[src/core/gbcd_consts.svh]
// gbcd_consts.svh: register offsets, field positions and bus command codes
// assumes: included by bare name from every design file that needs it
`ifndef GBCD_CONSTS_SVH
`define GBCD_CONSTS_SVH
`define GBCD_OFF_CTRL  12'h000
`define GBCD_OFF_STAT  12'h004
`define GBCD_OFF_RXD   12'h008
`define GBCD_OFF_EVT   12'h00C
`define GBCD_CTRL_SRQ  8
`define GBCD_EVT_CLR   0
`define GBCD_EVT_TRIG  1
`define GBCD_EVT_IFC   2
`define GBCD_CMD_GTL   7'h01
`define GBCD_CMD_SDC   7'h04
`define GBCD_CMD_GET   7'h08
`define GBCD_CMD_LLO   7'h11
`define GBCD_CMD_DCL   7'h14
`define GBCD_CMD_SPE   7'h18
`define GBCD_CMD_SPD   7'h19
`define GBCD_CMD_UNL   7'h3F
`define GBCD_CMD_UNT   7'h5F
`define GBCD_GRP_MASK  7'h60
`define GBCD_GRP_LAG   7'h20
`define GBCD_GRP_TAG   7'h40
`define GBCD_GRP_SCG   7'h60
`endif

[src/core/gbcd_pkg.sv]
// gbcd_pkg: state types of the bus command decoder
// assumes: compiled before every other design file
package gbcd_pkg;
  typedef enum logic [1:0] {AH_IDLE, AH_READY, AH_HOLD, AH_ACCEPT} gbcd_ah_state_t;

  typedef struct packed {
    gbcd_ah_state_t st;
    logic [7:0]     data;
    logic           atn;
    logic           eoi;
  } gbcd_ah_t;

  typedef struct packed {
    logic        listen;
    logic        talk;
    logic        remote;
    logic        lockout;
    logic        spoll;
    logic        srq;
    logic [4:0]  paddr;
    logic [7:0]  rx_data;
    logic        rx_eoi;
    logic        rx_full;
    logic [2:0]  evt;
    logic        clr_p;
    logic        trig_p;
    logic        msg_v;
    logic [7:0]  msg_d;
    logic        msg_eoi;
    logic        key_q;
    logic        ifc_q;
    logic        dp_wr;
    logic [11:0] dp_addr;
    logic [31:0] rdata;
  } gbcd_core_t;
endpackage

[src/core/gbcd_byte_if.sv]
// gbcd_byte_if: one accepted bus byte from the acceptor to the decoder
// assumes: both ends on ref_clk_i; a byte moves when valid and ready are high
`timescale 1ns/1ps
interface gbcd_byte_if;
  logic       valid;
  logic       ready;
  logic [7:0] data;
  logic       atn;
  logic       eoi;
  modport src (output valid, data, atn, eoi, input ready);
  modport snk (input valid, data, atn, eoi, output ready);
endinterface

[src/core/gbcd_sync.sv]
// gbcd_sync: two-flop synchroniser for a vector of pin levels
// assumes: inputs are static for several clocks; no multi-bit coherence needed
`timescale 1ns/1ps
module gbcd_sync #(
  parameter int W = 14
) (
  input  wire logic         ref_clk_i,
  input  wire logic         resetn_i,
  input  wire logic [W-1:0] async_i,
  output logic      [W-1:0] sync_o
);
  typedef struct packed {
    logic [W-1:0] s1;
    logic [W-1:0] s2;
  } gbcd_sync_t;

  gbcd_sync_t q, d;

  always_comb begin
    d    = q;
    d.s1 = async_i;
    d.s2 = q.s1;
  end

  always_ff @(posedge ref_clk_i or negedge resetn_i) begin
    if (!resetn_i) q <= '0;
    else q <= d;
  end

  assign sync_o = q.s2;
endmodule // gbcd_sync

[src/core/gbcd_acceptor.sv]
// gbcd_acceptor: acceptor half of the three-wire byte handshake
// assumes: synchronised true-level inputs; sink may stall by holding ready low
`timescale 1ns/1ps
module gbcd_acceptor (
  input  wire logic       ref_clk_i,
  input  wire logic       resetn_i,
  input  wire logic       active_i,
  input  wire logic       ifc_i,
  input  wire logic       dav_i,
  input  wire logic       atn_i,
  input  wire logic       eoi_i,
  input  wire logic [7:0] dio_i,
  output logic            nrfd_oe_n_o,
  output logic            ndac_oe_n_o,
  gbcd_byte_if.src        byte_o
);
  gbcd_pkg::gbcd_ah_t q, d;

  always_comb begin
    d = q;
    case (q.st)
      gbcd_pkg::AH_IDLE: if (active_i && !dav_i) d.st = gbcd_pkg::AH_READY;
      gbcd_pkg::AH_READY: if (dav_i) begin
        d.st   = gbcd_pkg::AH_HOLD;
        d.data = dio_i;
        d.atn  = atn_i;
        d.eoi  = eoi_i;
      end
      gbcd_pkg::AH_HOLD: if (byte_o.ready) d.st = gbcd_pkg::AH_ACCEPT;
      gbcd_pkg::AH_ACCEPT: if (!dav_i) d.st = gbcd_pkg::AH_READY;
      default: d.st = gbcd_pkg::AH_IDLE;
    endcase
    // a byte already held is still delivered when addressing drops
    if (ifc_i || (!active_i && q.st != gbcd_pkg::AH_HOLD)) d.st = gbcd_pkg::AH_IDLE;
  end

  always_ff @(posedge ref_clk_i or negedge resetn_i) begin
    if (!resetn_i) q <= '0;
    else q <= d;
  end

  assign byte_o.valid = (q.st == gbcd_pkg::AH_HOLD);
  assign byte_o.data  = q.data;
  assign byte_o.atn   = q.atn;
  assign byte_o.eoi   = q.eoi;
  // not ready is held from capture until the source drops data valid
  assign nrfd_oe_n_o  = !(q.st == gbcd_pkg::AH_HOLD || q.st == gbcd_pkg::AH_ACCEPT);
  assign ndac_oe_n_o  = !(q.st == gbcd_pkg::AH_READY || q.st == gbcd_pkg::AH_HOLD);
endmodule // gbcd_acceptor

[src/core/gbcd_top.sv]
// gbcd_top: bus command decoder of a talker/listener instrument
// assumes: AHB-Lite single word transfers; bus pins are low true and open drain
// Functional notes
// - bytes taken with attention true are commands or addresses, never data.
// - bytes taken with attention false go to the parser as data.
// - every uniline signal is true when its line is low.
// - service request is driven from software request until software or a device clear clears it.
// - remote enable false forces local; true allows remote when addressed.
// - a byte with end-or-identify marks the end of a message.
// - interface clear idles talker, listener and serial poll.
// - universal commands act whether or not the device is addressed.
// - local lockout disables the front-panel local key.
// - device clear returns the instrument to its power-up state; the decoder clears only serial poll, service request and receive data.
// - serial poll enable enters serial poll mode.
// - serial poll disable leaves serial poll mode regardless of addressing.
// - addressed commands act only while listen addressed.
// - selective clear while listening equals device clear; ignored otherwise.
// - go-to-local while listening leaves remote mode; lockout is kept.
// - group execute trigger starts the trigger action.
// - primary address ORed with 20 is the listen address.
// - primary address ORed with 40 is the talk address.
// - secondary command bytes change no addressing state.
// - unlisten idles the listener.
// - untalk idles the talker.
// - command codes 01,04,08,11,14,18,19,3F,5F.
// - primary address is five bits, zero to thirty.
// - every byte moves by the interlocked three-wire handshake.
`timescale 1ns/1ps
`include "gbcd_consts.svh"
module gbcd_top (
  // clock and reset
  input  wire logic        ref_clk_i,
  input  wire logic        resetn_i,
  // AHB-Lite slave
  input  wire logic        hsel_i,
  input  wire logic [31:0] haddr_i,
  input  wire logic [1:0]  htrans_i,
  input  wire logic        hwrite_i,
  input  wire logic [2:0]  hsize_i,
  input  wire logic [31:0] hwdata_i,
  input  wire logic        hready_i,
  output logic             hreadyout_o,
  output logic             hresp_o,
  output logic [31:0]      hrdata_o,
  // bus pins, low true
  input  wire logic [7:0]  dio_n_i,
  input  wire logic        atn_n_i,
  input  wire logic        ifc_n_i,
  input  wire logic        ren_n_i,
  input  wire logic        eoi_n_i,
  input  wire logic        dav_n_i,
  input  wire logic        nrfd_n_i,
  output logic             nrfd_n_o,
  output logic             nrfd_oe_n_o,
  input  wire logic        ndac_n_i,
  output logic             ndac_n_o,
  output logic             ndac_oe_n_o,
  input  wire logic        srq_n_i,
  output logic             srq_n_o,
  output logic             srq_oe_n_o,
  // instrument side
  input  wire logic        local_key_i,
  output logic [7:0]       msg_data_o,
  output logic             msg_eoi_o,
  output logic             msg_valid_o,
  output logic             dev_clear_o,
  output logic             trigger_o,
  output logic             remote_o,
  output logic             lockout_o,
  output logic             spoll_o,
  output logic             listen_o,
  output logic             talk_o
);
  ////////////////////////////////////////////////////////////////////////////
  // pin synchronisation
  logic [13:0] pin;
  logic        atn;
  logic        ifc;
  logic        ren;
  logic        key;

  // lines are inverted so that a low line reads as true
  gbcd_sync #(.W(14)) u_sync (
    .ref_clk_i (ref_clk_i),
    .resetn_i  (resetn_i),
    .async_i   ({local_key_i, ~dav_n_i, ~eoi_n_i, ~ren_n_i, ~ifc_n_i, ~atn_n_i, ~dio_n_i}),
    .sync_o    (pin)
  );

  assign atn = pin[8];
  assign ifc = pin[9];
  assign ren = pin[10];
  assign key = pin[13];

  ////////////////////////////////////////////////////////////////////////////
  // byte acceptor
  gbcd_byte_if        bif ();
  gbcd_pkg::gbcd_core_t q, d;

  gbcd_acceptor u_acc (
    .ref_clk_i   (ref_clk_i),
    .resetn_i    (resetn_i),
    .active_i    (atn | q.listen),
    .ifc_i       (ifc),
    .dav_i       (pin[12]),
    .atn_i       (atn),
    .eoi_i       (pin[11]),
    .dio_i       (pin[7:0]),
    .nrfd_oe_n_o (nrfd_oe_n_o),
    .ndac_oe_n_o (ndac_oe_n_o),
    .byte_o      (bif)
  );

  // commands are never stalled; data waits for the receive register to empty
  assign bif.ready = bif.atn | ~q.rx_full;

  logic       take;
  logic [6:0] cmd;
  logic       acc;
  logic       cmd_take;

  assign take     = bif.valid & bif.ready;
  assign cmd      = bif.data[6:0];
  assign cmd_take = take & bif.atn & ~ifc;
  assign acc      = hsel_i & htrans_i[1] & hready_i;

  ////////////////////////////////////////////////////////////////////////////
  // next state
  always_comb begin
    d        = q;
    d.clr_p  = 1'b0;
    d.trig_p = 1'b0;
    d.msg_v  = 1'b0;
    d.key_q  = key;
    d.ifc_q  = ifc;
    // data phase of a write
    if (q.dp_wr) begin
      case (q.dp_addr)
        `GBCD_OFF_CTRL: begin
          d.paddr = hwdata_i[4:0];
          d.srq   = hwdata_i[`GBCD_CTRL_SRQ];
        end
        `GBCD_OFF_EVT: d.evt = q.evt & ~hwdata_i[2:0];
        default: ;
      endcase
    end
    // bus command decode
    if (cmd_take) begin
      if (cmd == `GBCD_CMD_UNL) begin
        d.listen = 1'b0;
      end else if (cmd == `GBCD_CMD_UNT) begin
        d.talk = 1'b0;
      end else if ((cmd & `GBCD_GRP_MASK) == `GBCD_GRP_LAG) begin
        if (cmd == (`GBCD_GRP_LAG | {2'h0, q.paddr})) begin
          d.listen = 1'b1;
          if (ren) d.remote = 1'b1;
        end
      end else if ((cmd & `GBCD_GRP_MASK) == `GBCD_GRP_TAG) begin
        // another talker's address takes the talk role away from us
        d.talk = (cmd == (`GBCD_GRP_TAG | {2'h0, q.paddr}));
      end else if ((cmd & `GBCD_GRP_MASK) == `GBCD_GRP_SCG) begin
        d.talk = q.talk;
      end else begin
        case (cmd)
          `GBCD_CMD_LLO: d.lockout = 1'b1;
          `GBCD_CMD_DCL: d.clr_p   = 1'b1;
          `GBCD_CMD_SPE: d.spoll   = 1'b1;
          `GBCD_CMD_SPD: d.spoll   = 1'b0;
          `GBCD_CMD_SDC: d.clr_p   = q.listen;
          `GBCD_CMD_GET: d.trig_p  = q.listen;
          `GBCD_CMD_GTL: if (q.listen) d.remote = 1'b0;
          default: ;
        endcase
      end
    end
    // device clear lands one cycle after the command byte
    if (q.clr_p) begin
      d.spoll   = 1'b0;
      d.srq     = 1'b0;
      d.rx_full = 1'b0;
    end
    // front-panel local key, disabled under lockout
    if (key && !q.key_q && !q.lockout) d.remote = 1'b0;
    if (!ren) begin
      d.remote  = 1'b0;
      d.lockout = 1'b0;
    end
    if (ifc) begin
      d.listen = 1'b0;
      d.talk   = 1'b0;
      d.spoll  = 1'b0;
    end
    // address phase: read data is registered from the updated state
    d.dp_wr = acc & hwrite_i;
    if (acc) d.dp_addr = haddr_i[11:0];
    if (acc && !hwrite_i) begin
      case (haddr_i[11:0])
        `GBCD_OFF_CTRL: d.rdata = {23'h000000, d.srq, 3'h0, d.paddr};
        `GBCD_OFF_STAT: d.rdata = {24'h000000, d.srq, atn, ren, d.spoll, d.lockout, d.remote, d.talk, d.listen};
        `GBCD_OFF_RXD:  d.rdata = {22'h000000, d.rx_full, d.rx_eoi, d.rx_data};
        `GBCD_OFF_EVT:  d.rdata = {29'h00000000, d.evt};
        default:        d.rdata = 32'h00000000;
      endcase
      if (haddr_i[11:0] == `GBCD_OFF_RXD) d.rx_full = 1'b0;
    end
    // a new data byte wins over the pop of the register in the same cycle
    if (take && !bif.atn) begin
      d.rx_data = bif.data;
      d.rx_eoi  = bif.eoi;
      d.rx_full = 1'b1;
      d.msg_v   = 1'b1;
      d.msg_d   = bif.data;
      d.msg_eoi = bif.eoi;
    end
    // sticky events: the set wins over a write-one-to-clear
    if (q.clr_p) d.evt[`GBCD_EVT_CLR] = 1'b1;
    if (q.trig_p) d.evt[`GBCD_EVT_TRIG] = 1'b1;
    if (ifc && !q.ifc_q) d.evt[`GBCD_EVT_IFC] = 1'b1;
  end

  always_ff @(posedge ref_clk_i or negedge resetn_i) begin
    if (!resetn_i) q <= '0;
    else q <= d;
  end

  ////////////////////////////////////////////////////////////////////////////
  // outputs
  assign hreadyout_o = 1'b1;
  assign hresp_o     = 1'b0;
  assign hrdata_o    = q.rdata;
  // attention, clear and remote enable have no drivers here at all
  assign nrfd_n_o    = 1'b0;
  assign ndac_n_o    = 1'b0;
  assign srq_n_o     = 1'b0;
  assign srq_oe_n_o  = ~q.srq;
  assign msg_data_o  = q.msg_d;
  assign msg_eoi_o   = q.msg_eoi;
  assign msg_valid_o = q.msg_v;
  assign dev_clear_o = q.clr_p;
  assign trigger_o   = q.trig_p;
  assign remote_o    = q.remote;
  assign lockout_o   = q.lockout;
  assign spoll_o     = q.spoll;
  assign listen_o    = q.listen;
  assign talk_o      = q.talk;

  logic ctrl_wr;
  assign ctrl_wr = q.dp_wr && q.dp_addr == `GBCD_OFF_CTRL;
endmodule // gbcd_top

[config.mk]
export PLATFORM = sky130hd
export DESIGN_NAME = gbcd_top
export DESIGN_NICKNAME = d
export VERILOG_FILES = /design/src/core/gbcd_pkg.sv /design/src/core/gbcd_byte_if.sv /design/src/core/gbcd_sync.sv /design/src/core/gbcd_acceptor.sv /design/src/core/gbcd_top.sv
export VERILOG_INCLUDE_DIRS = /design/src /design/src/core
export SDC_FILE = /design/constraint.sdc
export NUM_CORES = 1
export LEC_CHECK = 0
export BUFFER_PORTS_ARGS = -buffer_cell sky130_fd_sc_hd__buf_2
export CORE_ASPECT_RATIO = 1.5
export CORE_MARGIN = 2
export CORE_UTILIZATION = 40
export DETAILED_ROUTE_END_ITERATION = 12
export MAX_ROUTING_LAYER = met4
export PLACE_DENSITY = 0.67
export REMOVE_ABC_BUFFERS = 1
export SYNTH_ARGS = -nofsm -noshare
export SYNTH_HDL_FRONTEND = slang
export SYNTH_SLANG_ARGS = --single-unit
[constraint.sdc]
create_clock -name ref_clk_i -period 2.85 [get_ports ref_clk_i]
set_input_delay 0.4275 -clock ref_clk_i [delete_from_list [all_inputs] [get_ports ref_clk_i]]
set_output_delay 0.4275 -clock ref_clk_i [all_outputs]
set_load 0.01 [all_outputs]
==> flow_metrics.tcl <==
set metrics [dict create \
    first_pass_iters 4 \
    netlist_top_cells_area "dfrtp_1 (56%), mux2_2 (9.0%), buf_4 (8.2%)" \
    clock-sinks 92 \
    cts_buffers 9 \
    final_hold_viol_count 0 \
    synth_compound_area_frac 0.0626 \
    synth_top_area_frac 0.556 \
    synth.distinct_cells 54 \
    floorplan.die_area_um2 11200 \
    max_slew_margin 0.576 \
    tns_ns 0 \
    grt_antenna_before_repair 0 \
    postCtsSetupRepairBufs 0 \
    die_w_um 87.0 \
    grt_max_degree 48 \
    fp.coreArea_um2 10100 \
    end_kind "flip-flop" \
    start_util 0.411 \
    overflow 0 \
    seq_area_um2 2300 \
    cts_tree "done" \
    hold_class "in -> async" \
    ctsHoldBuffers 0 \
    finalWirelength_mm 8.52 \
    io_pins 148 \
    drtIter0Drc 169 \
    floorplan.rows 45 \
    grt_pass1_vias 2694 \
    fmax_mhz 380 \
    cp_max_fo 6 \
    clock_path_buffers 2 \
    hpwl_mm 6.31 \
    post-route-period-util 0.923 \
    gp_congestion 0.865 \
    fp.dieH_um 129 \
    antenna_cells 0 \
    multi_input_area_um2 1450 \
    cts_resized 0 \
    ys_seq_area_frac 0.556 \
    yosysTopAreaCell "dfrtp_1" \
    cts_root_buffer "clkbuf_16" \
    io_buffers 67 \
    synth_fa_ha_area_frac 0.0121 \
    worst_pin_slew_ns 0.635 \
    wire_per_inst_um 16.0 \
    setup_viol 0 \
    grt_pass1_wl_mm 13.6 \
    layout-drive-gt1-share 0.319 \
    ant_nets 0 \
    clk_latency_ns 0.35 \
    synthXorXnorAreaFrac 0.0106 \
    fin_skew_ns 0.0102 \
    postLayoutCellArea_um2 4730 \
    final_nets 504 \
    synth_async_sr_flop_share 1.00 \
    areaGrowthSynthToFinish_pct 14.4 \
    synth.avg_cell_area_um2 11.7 \
    synth_edf_count 0 \
    drv_slew 0 \
    grtUsageTotal 0.168 \
    critPathKind "reg -> reg" \
    fillers 898 \
    yosysWarningCount 0 \
    syn_area_um2 4140 \
    vias 2690 \
    syn_inst 355 \
    ctsHtreeMaxLevel 3 \
    synth_top_family_by_area "simple AND/OR/NAND/NOR gates" \
    synthMuxAreaShare 0.112 \
    ir_worst_vdd_v 0.000383 \
    ys_seq_elements 92 \
    synthFlopType "dfrtp_1" \
    finalHoldWorstSlack_ns 0.0917 \
    leakage_nw 2.36 \
    p_per_area_nw_per_um2 675 \
    viasPerCell 5.07 \
    post-route-drc-count 0 \
    yosys.area_share.simple 0.128 \
    cp.arrival_ns 2.85 \
    startpoint_type "flip-flop" \
    status "finished clean" \
    period_minus_slack_ns 2.63 \
    critPathRequiredTime_ns 3.07 \
    place_area_um2 4380 \
    path_clk_slew_ns 0.06 \
    maxCapViolCount 0 \
    rsz0062_at_grt "false" \
]
-- cell type report --
type                    count  area share
repair buffers             74      0.0825
clock inverters             6      0.0235
multi-input cells         206       0.305
inverters                  26      0.0206
clock buffers              10      0.0505
well taps                 117      0.0309
flip-flops and latches     92       0.487
-- synth_stat cells, types with 2 or more instances --
master	count
a32oi_1	3
a22oi_1	3
mux2_4	2
mux2_2	33
xnor2_1	5
or2_2	2
nand4_1	4
o21ai_0	6
a22o_1	2
a31o_2	2
nor4_1	5
inv_1	26
a31oi_1	3
conb_1	2
a31o_1	2
and3b_1	2
and3_1	4
clkbuf_1	10
ha_1	4
dfrtp_1	92
nor3b_1	3
nor2_1	14
nor2b_1	4
nor3_1	8
mux2i_1	5
nand2_1	19
or4_1	4
and2_1	5
nand3_1	9
buf_4	45
nand4b_1	2
and4_1	2
a21oi_1	2
-- final timing paths --
| path | from | to | slack (ns) | depth (start not counted) |
|---|---|---|---|---|
| worst max-delay path | q[40] | hrdata_o[3] | 0.22 | 5 |
| worst min-delay path | resetn_i | q[77] | 0.09 | 1 |
| worst max register to register | q[40] | hrdata_o[3] | 0.22 | 5 |
| worst min register to register | u_sync.d[8] | u_sync.sync_o[8] | 0.35 | 0 |
| max in group asynchronous | resetn_i | u_acc.q[10] | 2.02 | 2 |
| min in group ref_clk_i | local_key_i | u_sync.d[13] | 0.19 | 1 |
-- critical path, cell delays in order (launching register included) --
cell      delay (ns)
dfrtp_1         0.37
or4b_4          0.56
or4b_1          0.76
mux2_4          0.38
a221oi_1        0.34
o21ai_1         0.09
-- cells by family after synthesis --
| kind of cell | after synthesis |
|---|---|
| other | 2 |
| muxes | 41 |
| buffers and inverters | 82 |
| xor gates and xnor gates | 5 |
| DFF | 92 |
| adders and majority gates | 4 |
| AOI/OAI and AO/OA | 35 |
| and+or+nand+nor | 94 |
-- metrics by stage --
stage | utilization | total power, mW | std cells | setup WS, ns
2_1_floorplan | - | 1.71 | 324 | 0.420
3_5_place_dp | 0.435 | 1.85 | 515 | 0.203
6_report | 0.470 | 3.20 | 531 | 0.219
5_1_grt | 0.470 | 3.33 | 531 | 0.100
3_3_place_gp | 0.435 | 1.83 | 515 | 0.208
4_1_cts | 0.470 | 3.24 | 531 | 0.192
-- per-layer routing --
| layer | vias to the layer above | global-route usage | share of wire |
|---|---|---|---|
| met5 | - | - | 0 |
| met4 | 0 | 0.0919 | 0.039 |
| met3 | 21 | 0.0417 | 0.063 |
| met2 | 98 | 0.275 | 0.53 |
| met1 | 1308 | 0.185 | 0.37 |
| li1 | 1263 | - | - |
-- power by group --
| part | switching [mW] | leakage [nW] | internal (mW) | total (mW) |
|---|---|---|---|---|
| combinational | 0.152 | 1.05 | 0.148 | 0.300 |
| clock | 0.488 | 0.169 | 0.880 | 1.37 |
| sequential | 0.115 | 1.14 | 1.41 | 1.53 |
| total | 0.755 | 2.36 | 2.44 | 3.20 |
-- flip-flops by register name (all words and copies together) (netlist names) --
register           cells
dev_clear_o            1
hrdata_o              10
listen_o               1
lockout_o              1
msg_data_o             8
msg_eoi_o              1
msg_valid_o            1
q                     25
remote_o               1
spoll_o                1
talk_o                 1
trigger_o              1
u_acc.byte_o.atn       1
u_acc.byte_o.data      8
u_acc.byte_o.eoi       1
u_acc.q                2
u_sync.d              14
u_sync.sync_o         14
-- placed cells by master (no fill, tap or decap), types with 8 or more instances in the layout --
cell type and instances:
nand2_1 19, nor2_1 14, inv_1 26, nor3_1 8, clkbuf_16 9, buf_2 66, dfrtp_1 92, nand3_1 9
mux2_2 33, buf_4 8, conb_1 27
No activity file was read; power rests on OpenSTA's default activity.
